$ cat src/core/rpic_pkg.sv
/*
 * Constants shared by the receive-port interrupt control block: register
 * addresses, field positions, writable masks, clear masks and reset values.
 * Assumes an 8-bit register address space reached by the host over I2C.
 */
package rpic_pkg;

    // Register addresses.
    localparam logic [7:0] ADDR_PORT_SEL = 8'h4c;
    localparam logic [7:0] ADDR_EN_HIGH  = 8'hd8;
    localparam logic [7:0] ADDR_EN_LOW   = 8'hd9;
    localparam logic [7:0] ADDR_ST_HIGH  = 8'hda;

    // Port select fields: write mask in [3:0], read port index in [5:4].
    localparam int         SEL_WR_LSB    = 0;
    localparam int         SEL_RD_LSB    = 4;
    localparam logic [7:0] SEL_MASK      = 8'h3f;
    localparam logic [7:0] SEL_RESET     = 8'h01;

    // Bit positions in the high registers.
    localparam int BIT_ENCODE_FAULT      = 2;
    localparam int BIT_ORDER_FAULT       = 1;
    localparam int BIT_CHECK_FAULT       = 0;

    // Bit positions in the low registers.
    localparam int BIT_LINE_LENGTH       = 6;
    localparam int BIT_LINE_TOTAL        = 5;
    localparam int BIT_RX_OVERFLOW       = 4;
    localparam int BIT_LINK_PARITY       = 2;
    localparam int BIT_PORT_VALID        = 1;
    localparam int BIT_LOCK_CHANGE       = 0;

    // Implemented bits; reserved bits read as zero.
    localparam logic [7:0] HIGH_MASK     = 8'h07;
    localparam logic [7:0] LOW_MASK      = 8'h77;

    // Status bits cleared by reads of the first and second port status.
    localparam logic [7:0] CLR_FIRST_HIGH  = 8'h03;
    localparam logic [7:0] CLR_SECOND_HIGH = 8'h04;
    localparam logic [7:0] CLR_FIRST_LOW   = 8'h07;
    localparam logic [7:0] CLR_SECOND_LOW  = 8'h70;

    // Reset value of all enable and status registers.
    localparam logic [7:0] REG_RESET     = 8'h00;

endpackage

$ cat src/core/rpic_port_slice.sv
/*
 * One receive port's copy of the interrupt enable and status registers.
 * Assumes writes, status-read clears and events arrive as one-cycle pulses
 * already steered to this port by the parent.
 */
`timescale 1ns/1ps
module rpic_port_slice
(
    input  wire logic       clk_sys_i,      // System clock.
    input  wire logic       sys_rst_i,      // Asynchronous reset.
    input  wire logic       wr_en_high_i,   // Write high enable register.
    input  wire logic       wr_en_low_i,    // Write low enable register.
    input  wire logic [7:0] wdata_i,        // Write data.
    input  wire logic       clr_first_i,    // First port status was read.
    input  wire logic       clr_second_i,   // Second port status was read.
    input  wire logic [7:0] ev_high_i,      // Events, high status layout.
    input  wire logic [7:0] ev_low_i,       // Events, low status layout.
    output logic      [7:0] en_high_o,      // High enable register.
    output logic      [7:0] en_low_o,       // Low enable register.
    output logic      [7:0] st_high_o,      // High status register.
    output logic      [7:0] st_low_o,       // Low status register.
    output logic            pend_o          // Enabled status bit pending.
);
    import rpic_pkg::*;

    logic [7:0] clr_high;
    logic [7:0] clr_low;

    // Enable registers, reserved bits held at zero.
    always_ff @(posedge clk_sys_i or posedge sys_rst_i)
    begin
        if (sys_rst_i)
        begin
            en_high_o <= REG_RESET;
            en_low_o  <= REG_RESET;
        end
        else
        begin
            if (wr_en_high_i)
                en_high_o <= wdata_i & HIGH_MASK;
            if (wr_en_low_i)
                en_low_o <= wdata_i & LOW_MASK;
        end
    end

    // Which status bits a status register read clears.
    always_comb
    begin
        clr_high = (clr_first_i ? CLR_FIRST_HIGH : 8'h00)
                 | (clr_second_i ? CLR_SECOND_HIGH : 8'h00);
        clr_low  = (clr_first_i ? CLR_FIRST_LOW : 8'h00)
                 | (clr_second_i ? CLR_SECOND_LOW : 8'h00);
    end

    // Sticky status; an event in the clearing cycle keeps its bit set.
    always_ff @(posedge clk_sys_i or posedge sys_rst_i)
    begin
        if (sys_rst_i)
        begin
            st_high_o <= REG_RESET;
            st_low_o  <= REG_RESET;
        end
        else
        begin
            st_high_o <= (st_high_o & ~clr_high)
                       | (ev_high_i & HIGH_MASK);
            st_low_o  <= (st_low_o & ~clr_low)
                       | (ev_low_i & LOW_MASK);
        end
    end

    // A status bit raises the request only where its enable is set.
    assign pend_o = |(st_high_o & en_high_o)
                  | |(st_low_o & en_low_o);

endmodule

$ cat src/core/rpic_top.sv
/*
 * Receive-port interrupt enable and status registers for a multi-port
 * serial deserializer hub, one copy per port, steered by port select.
 * Assumes an I2C target outside decodes host transfers into one-cycle
 * register read and write strobes, and that detection circuits and the
 * port status registers outside pulse their event and read inputs.
 */
`timescale 1ns/1ps
// Behaviour
// - Each port has its own enable/status copy; select at 0x4c steers access.
// - High enable bit 2 lets encoding errors raise the interrupt.
// - High enable bit 1 lets control channel sequence errors interrupt.
// - High enable bit 0 lets control channel frame CRC errors interrupt.
// - Low enable bit 6 lets video line length changes interrupt.
// - Low enable bit 5 lets line-per-frame count changes interrupt.
// - Low enable bit 4 lets receive buffer overflows interrupt.
// - Low enable bit 2 lets link parity errors interrupt.
// - Low enable bit 1 lets port-valid changes interrupt.
// - Low enable bit 0 lets lock status changes interrupt.
// - High status bit 2 sets on encoding error, clears on second status read.
// - High status bit 1 sets on sequence error, clears on first status read.
// - High status bit 0 sets on CRC error, clears on first status read.
// - Enable and high status registers reset to zero.
// - Line length, line count, overflow flags clear on second status read.
module rpic_top
#(
    parameter int NPORTS = 4                // Number of receive ports.
)
(
    input  wire logic              clk_sys_i,     // System clock.
    input  wire logic              sys_rst_i,     // Asynchronous reset.
    input  wire logic [7:0]        reg_addr_i,    // Register address.
    input  wire logic              reg_wr_i,      // Write strobe.
    input  wire logic              reg_rd_i,      // Read strobe.
    input  wire logic [7:0]        reg_wdata_i,   // Write data.
    output logic      [7:0]        reg_rdata_o,   // Read data, registered.
    input  wire logic              sts_first_rd_i,  // First status read.
    input  wire logic              sts_second_rd_i, // Second status read.
    input  wire logic [NPORTS-1:0] encode_fault_i,  // Encoding error.
    input  wire logic [NPORTS-1:0] order_fault_i,   // Ctrl sequence error.
    input  wire logic [NPORTS-1:0] check_fault_i,   // Ctrl CRC error.
    input  wire logic [NPORTS-1:0] line_length_i,   // Line length change.
    input  wire logic [NPORTS-1:0] line_total_i,    // Line count change.
    input  wire logic [NPORTS-1:0] rx_overflow_i,   // Buffer overflow.
    input  wire logic [NPORTS-1:0] link_parity_i,   // Parity error.
    input  wire logic [NPORTS-1:0] port_valid_i,    // Port valid change.
    input  wire logic [NPORTS-1:0] lock_change_i,   // Lock change.
    output logic [NPORTS*8-1:0]    st_low_o,      // Low status per port.
    output logic                   irq_o          // Interrupt request.
);
    import rpic_pkg::*;

    // Elaboration-time check on the port count.
    if (NPORTS < 1 || NPORTS > 4)
    begin : g_bad_nports
        $error("NPORTS must be between 1 and 4");
    end

    logic [7:0]        port_sel;
    logic [1:0]        rd_port;
    logic              rd_ok;
    logic [7:0]        en_high [NPORTS];
    logic [7:0]        en_low  [NPORTS];
    logic [7:0]        st_high [NPORTS];
    logic [7:0]        st_low  [NPORTS];
    logic [NPORTS-1:0] pend;
    logic [NPORTS-1:0] wr_high;
    logic [NPORTS-1:0] wr_low;
    logic [NPORTS-1:0] clr_first;
    logic [NPORTS-1:0] clr_second;

    // Read port index; an index past the last port reads as zero.
    assign rd_port = port_sel[SEL_RD_LSB +: 2];
    assign rd_ok   = (int'(rd_port) < NPORTS);

    // Port select register: write mask and read port index.
    always_ff @(posedge clk_sys_i or posedge sys_rst_i)
    begin
        if (sys_rst_i)
            port_sel <= SEL_RESET;
        else if (reg_wr_i && reg_addr_i == ADDR_PORT_SEL)
            port_sel <= reg_wdata_i & SEL_MASK;
    end

    // One register copy per port; writes go to every port in the mask.
    for (genvar p = 0; p < NPORTS; p++)
    begin : g_port
        assign wr_high[p] = reg_wr_i && reg_addr_i == ADDR_EN_HIGH
                          && port_sel[SEL_WR_LSB + p];
        assign wr_low[p]  = reg_wr_i && reg_addr_i == ADDR_EN_LOW
                          && port_sel[SEL_WR_LSB + p];
        assign clr_first[p]  = sts_first_rd_i && rd_port == 2'(p);
        assign clr_second[p] = sts_second_rd_i && rd_port == 2'(p);
        assign st_low_o[p*8 +: 8] = st_low[p];

        rpic_port_slice u_slice
        (
            .clk_sys_i    (clk_sys_i),
            .sys_rst_i    (sys_rst_i),
            .wr_en_high_i (wr_high[p]),
            .wr_en_low_i  (wr_low[p]),
            .wdata_i      (reg_wdata_i),
            .clr_first_i  (clr_first[p]),
            .clr_second_i (clr_second[p]),
            .ev_high_i    ({5'h00, encode_fault_i[p], order_fault_i[p],
                            check_fault_i[p]}),
            .ev_low_i     ({1'b0, line_length_i[p], line_total_i[p],
                            rx_overflow_i[p], 1'b0, link_parity_i[p],
                            port_valid_i[p], lock_change_i[p]}),
            .en_high_o    (en_high[p]),
            .en_low_o     (en_low[p]),
            .st_high_o    (st_high[p]),
            .st_low_o     (st_low[p]),
            .pend_o       (pend[p])
        );
    end

    // Read data is captured on the read strobe; unmapped reads give zero.
    always_ff @(posedge clk_sys_i or posedge sys_rst_i)
    begin
        if (sys_rst_i)
            reg_rdata_o <= 8'h00;
        else if (reg_rd_i)
        begin
            if (reg_addr_i == ADDR_PORT_SEL)
                reg_rdata_o <= port_sel;
            else if (reg_addr_i == ADDR_EN_HIGH && rd_ok)
                reg_rdata_o <= en_high[rd_port];
            else if (reg_addr_i == ADDR_EN_LOW && rd_ok)
                reg_rdata_o <= en_low[rd_port];
            else if (reg_addr_i == ADDR_ST_HIGH && rd_ok)
                reg_rdata_o <= st_high[rd_port];
            else
                reg_rdata_o <= 8'h00;
        end
    end

    // The request combines every port and follows its cause by one cycle.
    always_ff @(posedge clk_sys_i or posedge sys_rst_i)
    begin
        if (sys_rst_i)
            irq_o <= 1'b0;
        else
            irq_o <= |pend;
    end

    // Helper: stays low until the first enable write after reset.
    logic en_written;
    always_ff @(posedge clk_sys_i or posedge sys_rst_i)
    begin
        if (sys_rst_i)
            en_written <= 1'b0;
        else if (|wr_high || |wr_low)
            en_written <= 1'b1;
    end

    // Any event on port 0 this cycle, used by the masked check.
    logic ev_any_p0;
    assign ev_any_p0 = encode_fault_i[0] | order_fault_i[0]
                     | check_fault_i[0] | line_length_i[0]
                     | line_total_i[0] | rx_overflow_i[0]
                     | link_parity_i[0] | port_valid_i[0]
                     | lock_change_i[0];
endmodule
$ cat config.mk
export PLATFORM = sky130hd
export DESIGN_NAME = rpic_top
export DESIGN_NICKNAME = d
export VERILOG_FILES = /design/src/core/rpic_pkg.sv /design/src/core/rpic_port_slice.sv /design/src/core/rpic_top.sv
export SDC_FILE = /design/constraint.sdc
export NUM_CORES = 1
export LEC_CHECK = 0
export BUFFER_PORTS_ARGS = -buffer_cell sky130_fd_sc_hd__buf_2
export CORE_UTILIZATION = 55
export DETAILED_ROUTE_END_ITERATION = 16
export PLACE_DENSITY = 0.82
export SYNTH_ARGS = -nofsm -noshare
export SYNTH_HDL_FRONTEND = slang
export SYNTH_SLANG_ARGS = --single-unit
$ cat constraint.sdc
create_clock -name clk_sys_i -period 6.7 [get_ports clk_sys_i]
set_clock_uncertainty 0.1 [all_clocks]
set_input_delay 0.335 -clock clk_sys_i [delete_from_list [all_inputs] [get_ports clk_sys_i]]
set_output_delay 0.335 -clock clk_sys_i [all_outputs]
set_load 0.01 [all_outputs]
# ---- Word-level counts from Yosys, hierarchy flattened
# Cells that the tools add are included.
dict set report classes {
  n_lt_le_gt_ge 1
  n_eq_ne 7
  mux 29
  n_bitwise 45
  reduce_logical 29
}
# op n
set op_table {}
lappend op_table {{8-bit 2-to-1 mux} 10}
lappend op_table {{8-bit bitwise AND} 8}
lappend op_table {{8-bit inverter} 8}
lappend op_table {{8-bit OR} 8}
lappend op_table {{8-bit OR reduction} 8}
lappend op_table {{8-bit binary-select mux with 2-bit select} 3}
lappend op_table {{8-bit by 3-bit bitwise AND with 8-bit output} 4}
lappend op_table {{8-bit by 7-bit bitwise AND with 8-bit output} 4}
lappend op_table {{8-bit by 3-bit OR with 8-bit output} 4}
lappend op_table {{8-bit by 7-bit OR with 8-bit output} 4}
lappend op_table {{7-bit 2-to-1 mux} 4}
lappend op_table {{8-bit equality test, second input constant} 3}
lappend op_table {{3-bit 2-to-1 mux} 8}
lappend op_table {{1-bit logical AND} 19}
lappend op_table {{8-bit by 7-bit equality test with 1-bit output, second input constant} 1}
lappend op_table {{2-bit 2-to-1 mux} 4}
lappend op_table {{2-bit equality test, second input constant} 2}
lappend op_table {{1-bit OR} 4}
lappend op_table {{4-bit OR reduction} 1}
lappend op_table {{3-bit >= comparator, second input constant} 1}
lappend op_table {{2-bit inverter with 3-bit output} 1}
lappend op_table {{2-bit by 1-bit equality test with 1-bit output, second input constant} 1}
lappend op_table {{2-bit zero test} 1}
dict set report totals {
  ff_bits 115
  in_bits 58
  output_inout_bits 41
  word_cells 130
}

# ---- Longest topological paths before layout
dict set report logic_depth {
  ltp_word 8
  mapped_depth 7
}

# ---- By module
# Synthesis repeated with hierarchy kept, for this count alone.
dict set report hier_totals {
  cells_unflattened 390
  hier_area_um2 4773.3
}
# module n_inst cells_per_inst area_each_um2 seq_area_each_um2
set by_module_without_submodules {}
lappend by_module_without_submodules {rpic_port_slice 4 60 790.8 450.4}
lappend by_module_without_submodules {rpic_top 1 150 1610.3 376.6}

# ---- Worst setup path after synthesis
# No wires, ideal clock.
dict set report synth_timing {
  kind {reg2reg}
  from {register port_sel[5]}
  to {register reg_rdata_o[1]}
  arrival_time_ns 1.382
  setup_slack_ns 5.088
  path_stages_with_launch 7
  period_less_slack_ns 1.612
  path_cell_list {dfrtp_1 buf_2 buf_4 mux2_2 a2bb2oi_1 a41oi_1 o31ai_1}
}
dict set report synth_via {
  elab_chain_len 8
  word_cells_on_any_way 14
}
# element line_no
set synth_lines {}
lappend synth_lines {{start: declaration} rpic_top.sv:59} ;# logic [7:0] port_sel;
lappend synth_lines {{start signal: assignment} rpic_top.sv:82} ;# port_sel <= reg_wdata_i & SEL_MASK;
lappend synth_lines {{2-bit inverter with 3-bit output (implied by the code) *} {rpic_top.sv:128, rpic_top.sv:130, rpic_top.sv:132}}
lappend synth_lines {{8-bit binary-select mux with 2-bit select} rpic_top.sv:132} ;# reg_rdata_o <= st_high[rd_port];
lappend synth_lines {{8-bit 2-to-1 mux (implied by the code) (2 in a row)} rpic_top.sv:132}
lappend synth_lines {{8-bit 2-to-1 mux} rpic_top.sv:131} ;# else if (reg_addr_i == ADDR_ST_HIGH && rd_ok)
lappend synth_lines {{8-bit 2-to-1 mux} rpic_top.sv:129} ;# else if (reg_addr_i == ADDR_EN_LOW && rd_ok)
lappend synth_lines {{8-bit 2-to-1 mux *} rpic_top.sv:127} ;# else if (reg_addr_i == ADDR_EN_HIGH && rd_ok)
lappend synth_lines {{8-bit 2-to-1 mux *} rpic_top.sv:125} ;# if (reg_addr_i == ADDR_PORT_SEL)
lappend synth_lines {{end signal: assignment} rpic_top.sv:126} ;# reg_rdata_o <= port_sel;
lappend synth_lines {{end signal: assignment} rpic_top.sv:128} ;# reg_rdata_o <= en_high[rd_port];
lappend synth_lines {{end signal: assignment} rpic_top.sv:130} ;# reg_rdata_o <= en_low[rd_port];
lappend synth_lines {{end: declaration} rpic_top.sv:36} ;# output logic [7:0] reg_rdata_o,
# Every way passes the cells marked *; elsewhere a longest branch is shown, timed or not. The select of a mux whose other input is x is not followed.
# A chain may end at the register's enable or synchronous reset.

# ---- Worst setup path in the final report
dict set report layout_timing {
  from {register port_sel[5]}
  to {register reg_rdata_o[2]}
}
# The elaborated chain is that of the path after synthesis.

==> impl_metrics.py <==
metrics = {
    "setup_path": {
        "crit_required_ps": 6850,
        "path_buf_inv": 0,
        "endpoint_kind": "flop",
        "critical_path.top_delay_family": "flip-flops",
        "worst_path_largest_cell_delay_ps": 1050,
        "cp_num_cells": 4,
        "start_kind": "flop",
        "crit_chain": "mux4_2 > nand4_1 > o211a_1 > o2bb2ai_1",
        "arrival_ps": 2390,
        "slowest_stage": "dfrtp_1",
        "reg2reg_depth": 4,
        "critPathMaxFanout": 23,
        "criticalPathCategory": "reg2reg",
    },
    "synth": {
        "ys_ff_latch": 86,
        "syn-cell-area_mm2": 0.003996,
        "syn_area_per_cell_um2": 13.97,
        "syn-instance-count": 286,
        "postSynth.topFlopCell": "dfrtp_1",
        "async_reset_ff_frac": 1.000,
        "synth_edf_count": 0,
        "ys_types": 46,
        "yosys_warnings": 0,
        "synth-seq-area-share": 0.5388,
    },
    "floorplanning": {
        "ios": 99,
        "initial_utilization": 0.5786,
        "die_h_um": 87.24,
        "die_area_mm2": 0.007611,
        "core_mm2": 0.006907,
        "num_rows": 30,
        "die_width_um": 87.24,
    },
    "global_route": {
        "grt_usage": 0.2715,
        "grt-ovfl-total": 0,
        "grt_pass1_wl_mm": 14.99,
        "antenna_found_initial": 0,
        "grt_max_degree": 87,
        "grt_pass1_vias": 2882,
    },
    "timing": {
        "final-hold-violation-count": 0,
        "hold_slack_ps": 45.30,
        "drv_slew": 0,
        "rsz0062_at_grt": "false",
        "slew_headroom": 0.2886,
        "finalCritPeriodShare": 0.3338,
        "final.setup.tns_ps": 0,
        "setup_viol": 0,
        "worst_pin_slew_ps": 1067,
        "max_freq_mhz": 447.2,
        "period_needed_ps": 2236,
    },
    "final_layout": {
        "diodes": 0,
        "fillers": 510,
        "layout.nets": 434,
        "final_common_cell": "buf_2",
        "area_growth_pct": 17.63,
        "final_cell_mix": "buf_2, dfrtp_1, a21o_1, mux2_4, mux2_2",
        "drive_gt1_frac": 0.4447,
    },
    "drt": {
        "route.met2.wl_mm": 4.599,
        "drcViolationCount": 0,
        "routed_wl_mm": 9.439,
        "wl_met3_um": 667,
        "routed.top_layer": "met4",
        "vias": 2854,
        "wl_met1_mm": 4.018,
        "ant_nets": 0,
        "drtIter0Drc": 259,
        "dr.pass1.iters": 4,
        "wl_per_cell_um": 19.83,
        "routed_via_density": 5.996,
    },
    "clocking": {
        "clk-insertion-delay-late_ps": 360,
        "root_buffer": "clkbuf_8",
        "postCtsSetupBuffers": 0,
        "clockBufferDepth": 2,
        "tritoncts": "done",
        "postCtsHoldBufs": 0,
        "cts.repair.resized": 0,
        "cts.clk_slew.worst_paths_ps": 90,
        "clock_sinks": 86,
        "cts_buffers": 9,
        "cts_max_level": 3,
    },
    "run_status": {
        "outcome": "completed",
    },
    "min_path": {
        "hold_depth": 2,
        "hold_path.class": "in2reg",
    },
    "job": {
        "drv_cap": 0,
    },
    "power": {
        "p_int_uw": 790.4,
        "p_comb_frac": 0.072,
        "power_frac_seq": 0.531,
        "swShare": 0.2295,
        "p_leak_nw": 2.237,
        "power.clock.fraction": 0.396,
        "ir_drop_mv": 0.1218,
        "switchingPower_uw": 235.4,
        "finalPower_mw": 1.026,
        "power_density_mw_per_mm2": 218.2,
    },
    "placed_design": {
        "gp_congestion": 0.8233,
        "dp_hpwl_mm": 6.812,
        "portBuffers": 88,
    },
}
[power by group through the flow]
| stage | sequential (mW) | clock, mW | combinational [mW] |
|---|---|---|---|
| after floorplan | 0.551 | 0 | 0.0432 |
| after global placement | 0.554 | 0 | 0.0719 |
| after detailed placement | 0.555 | 0 | 0.0746 |
| after CTS | 0.545 | 0.409 | 0.0750 |
| after global routing | 0.547 | 0.432 | 0.0823 |
| final | 0.545 | 0.407 | 0.0743 |
[metrics by stage]
stage | std cells | util | cell area [um^2] | worst slack [ps]
detailed placement | 461 | 0.6486 | 4479 | 4516
floorplan | 294 | - | 4026 | 4045
CTS | 476 | 0.6806 | 4701 | 4491
global placement | 461 | 0.6486 | 4479 | 4537
global route | 476 | 0.6806 | 4701 | 4350
finish | 476 | 0.6806 | 4701 | 4464
[cell families after synthesis]
family,after synthesis,synth area share
muxes,57,0.2120
and+or+nand+nor,51,0.08454
buffers and inverters,21,0.03193
AOI/OAI and AO/OA,70,0.1318
DFF,86,0.5388
other,1,0.0009384
[final timing paths]
kind,startpoint,end,slack (ps)
hold reg to reg,reg_rdata_o[3]$_DFFE_PP0P_,reg_rdata_o[3]$_DFFE_PP0P_,400
setup reg to reg,port_sel[5]$_DFFE_PP0P_,reg_rdata_o[2]$_DFFE_PP0P_,4460
hold / removal,line_total_i[2],g_port[2].u_slice.st_low_o[5]$_DFF_PP0_,50
setup / recovery,port_sel[5]$_DFFE_PP0P_,reg_rdata_o[2]$_DFFE_PP0P_,4460
max in group asynchronous,sys_rst_i,g_port[3].u_slice.st_low_o[4]$_DFF_PP0_,5620
min in group asynchronous,sys_rst_i,g_port[3].u_slice.st_high_o[1]$_DFF_PP0_,200
[worst register-to-register path, stage by stage (launching register included)]
cell,delay [ps]
dfrtp_1,1050
mux4_2,630
nand4_1,110
o211a_1,160
o2bb2ai_1,70
[sequential cells by signal (all words and copies together) (netlist names)]
register and cells:
irq_o 1, g_port.u_slice.st_high_o 12, g_port.u_slice.en_low_o 24, g_port.u_slice.st_low_o 24
g_port.u_slice.en_high_o 12, reg_rdata_o 7, port_sel 6
[layout make-up]
type | instances | area, um^2 | share of cell area
flip-flops and latches | 86 | 2153 | 0.4581
multi-input cells | 187 | 1745 | 0.3713
repair buffers | 89 | 447.9 | 0.09529
clock buffers | 11 | 151.4 | 0.03221
well taps | 96 | 120.1 | 0.02555
clock inverters | 4 | 70.07 | 0.01491
inverters | 3 | 12.51 | 0.002662
[per-layer routing]
metal,track usage,vias up
met4,0.09091,0
met3,0.07109,15
met5,0,-
li1,-,1242
met2,0.4268,134
met1,0.3698,1463
[synthesized netlist by cell type (2+ instances only)]
cell type	count	share of area
buf_2	3	0.0038
mux2i_1	4	0.010
a21o_1	36	0.068
nand3b_1	3	0.0056
a22oi_1	17	0.032
dfrtp_1	85	0.53
inv_1	3	0.0028
nand3_1	3	0.0038
mux4_1	2	0.013
a21oi_1	2	0.0025
mux4_2	8	0.045
o21ai_0	2	0.0025
mux2_2	19	0.054
buf_4	12	0.023
nand2_1	12	0.011
o2bb2ai_1	2	0.0044
a41oi_1	2	0.0044
a32oi_1	2	0.0044
clkbuf_1	3	0.0028
nor2b_1	4	0.0063
nand2_4	4	0.011
mux2_4	24	0.090
nand4_1	7	0.011
nor2_1	5	0.0047
No activity file was read; power rests on OpenSTA's default activity.
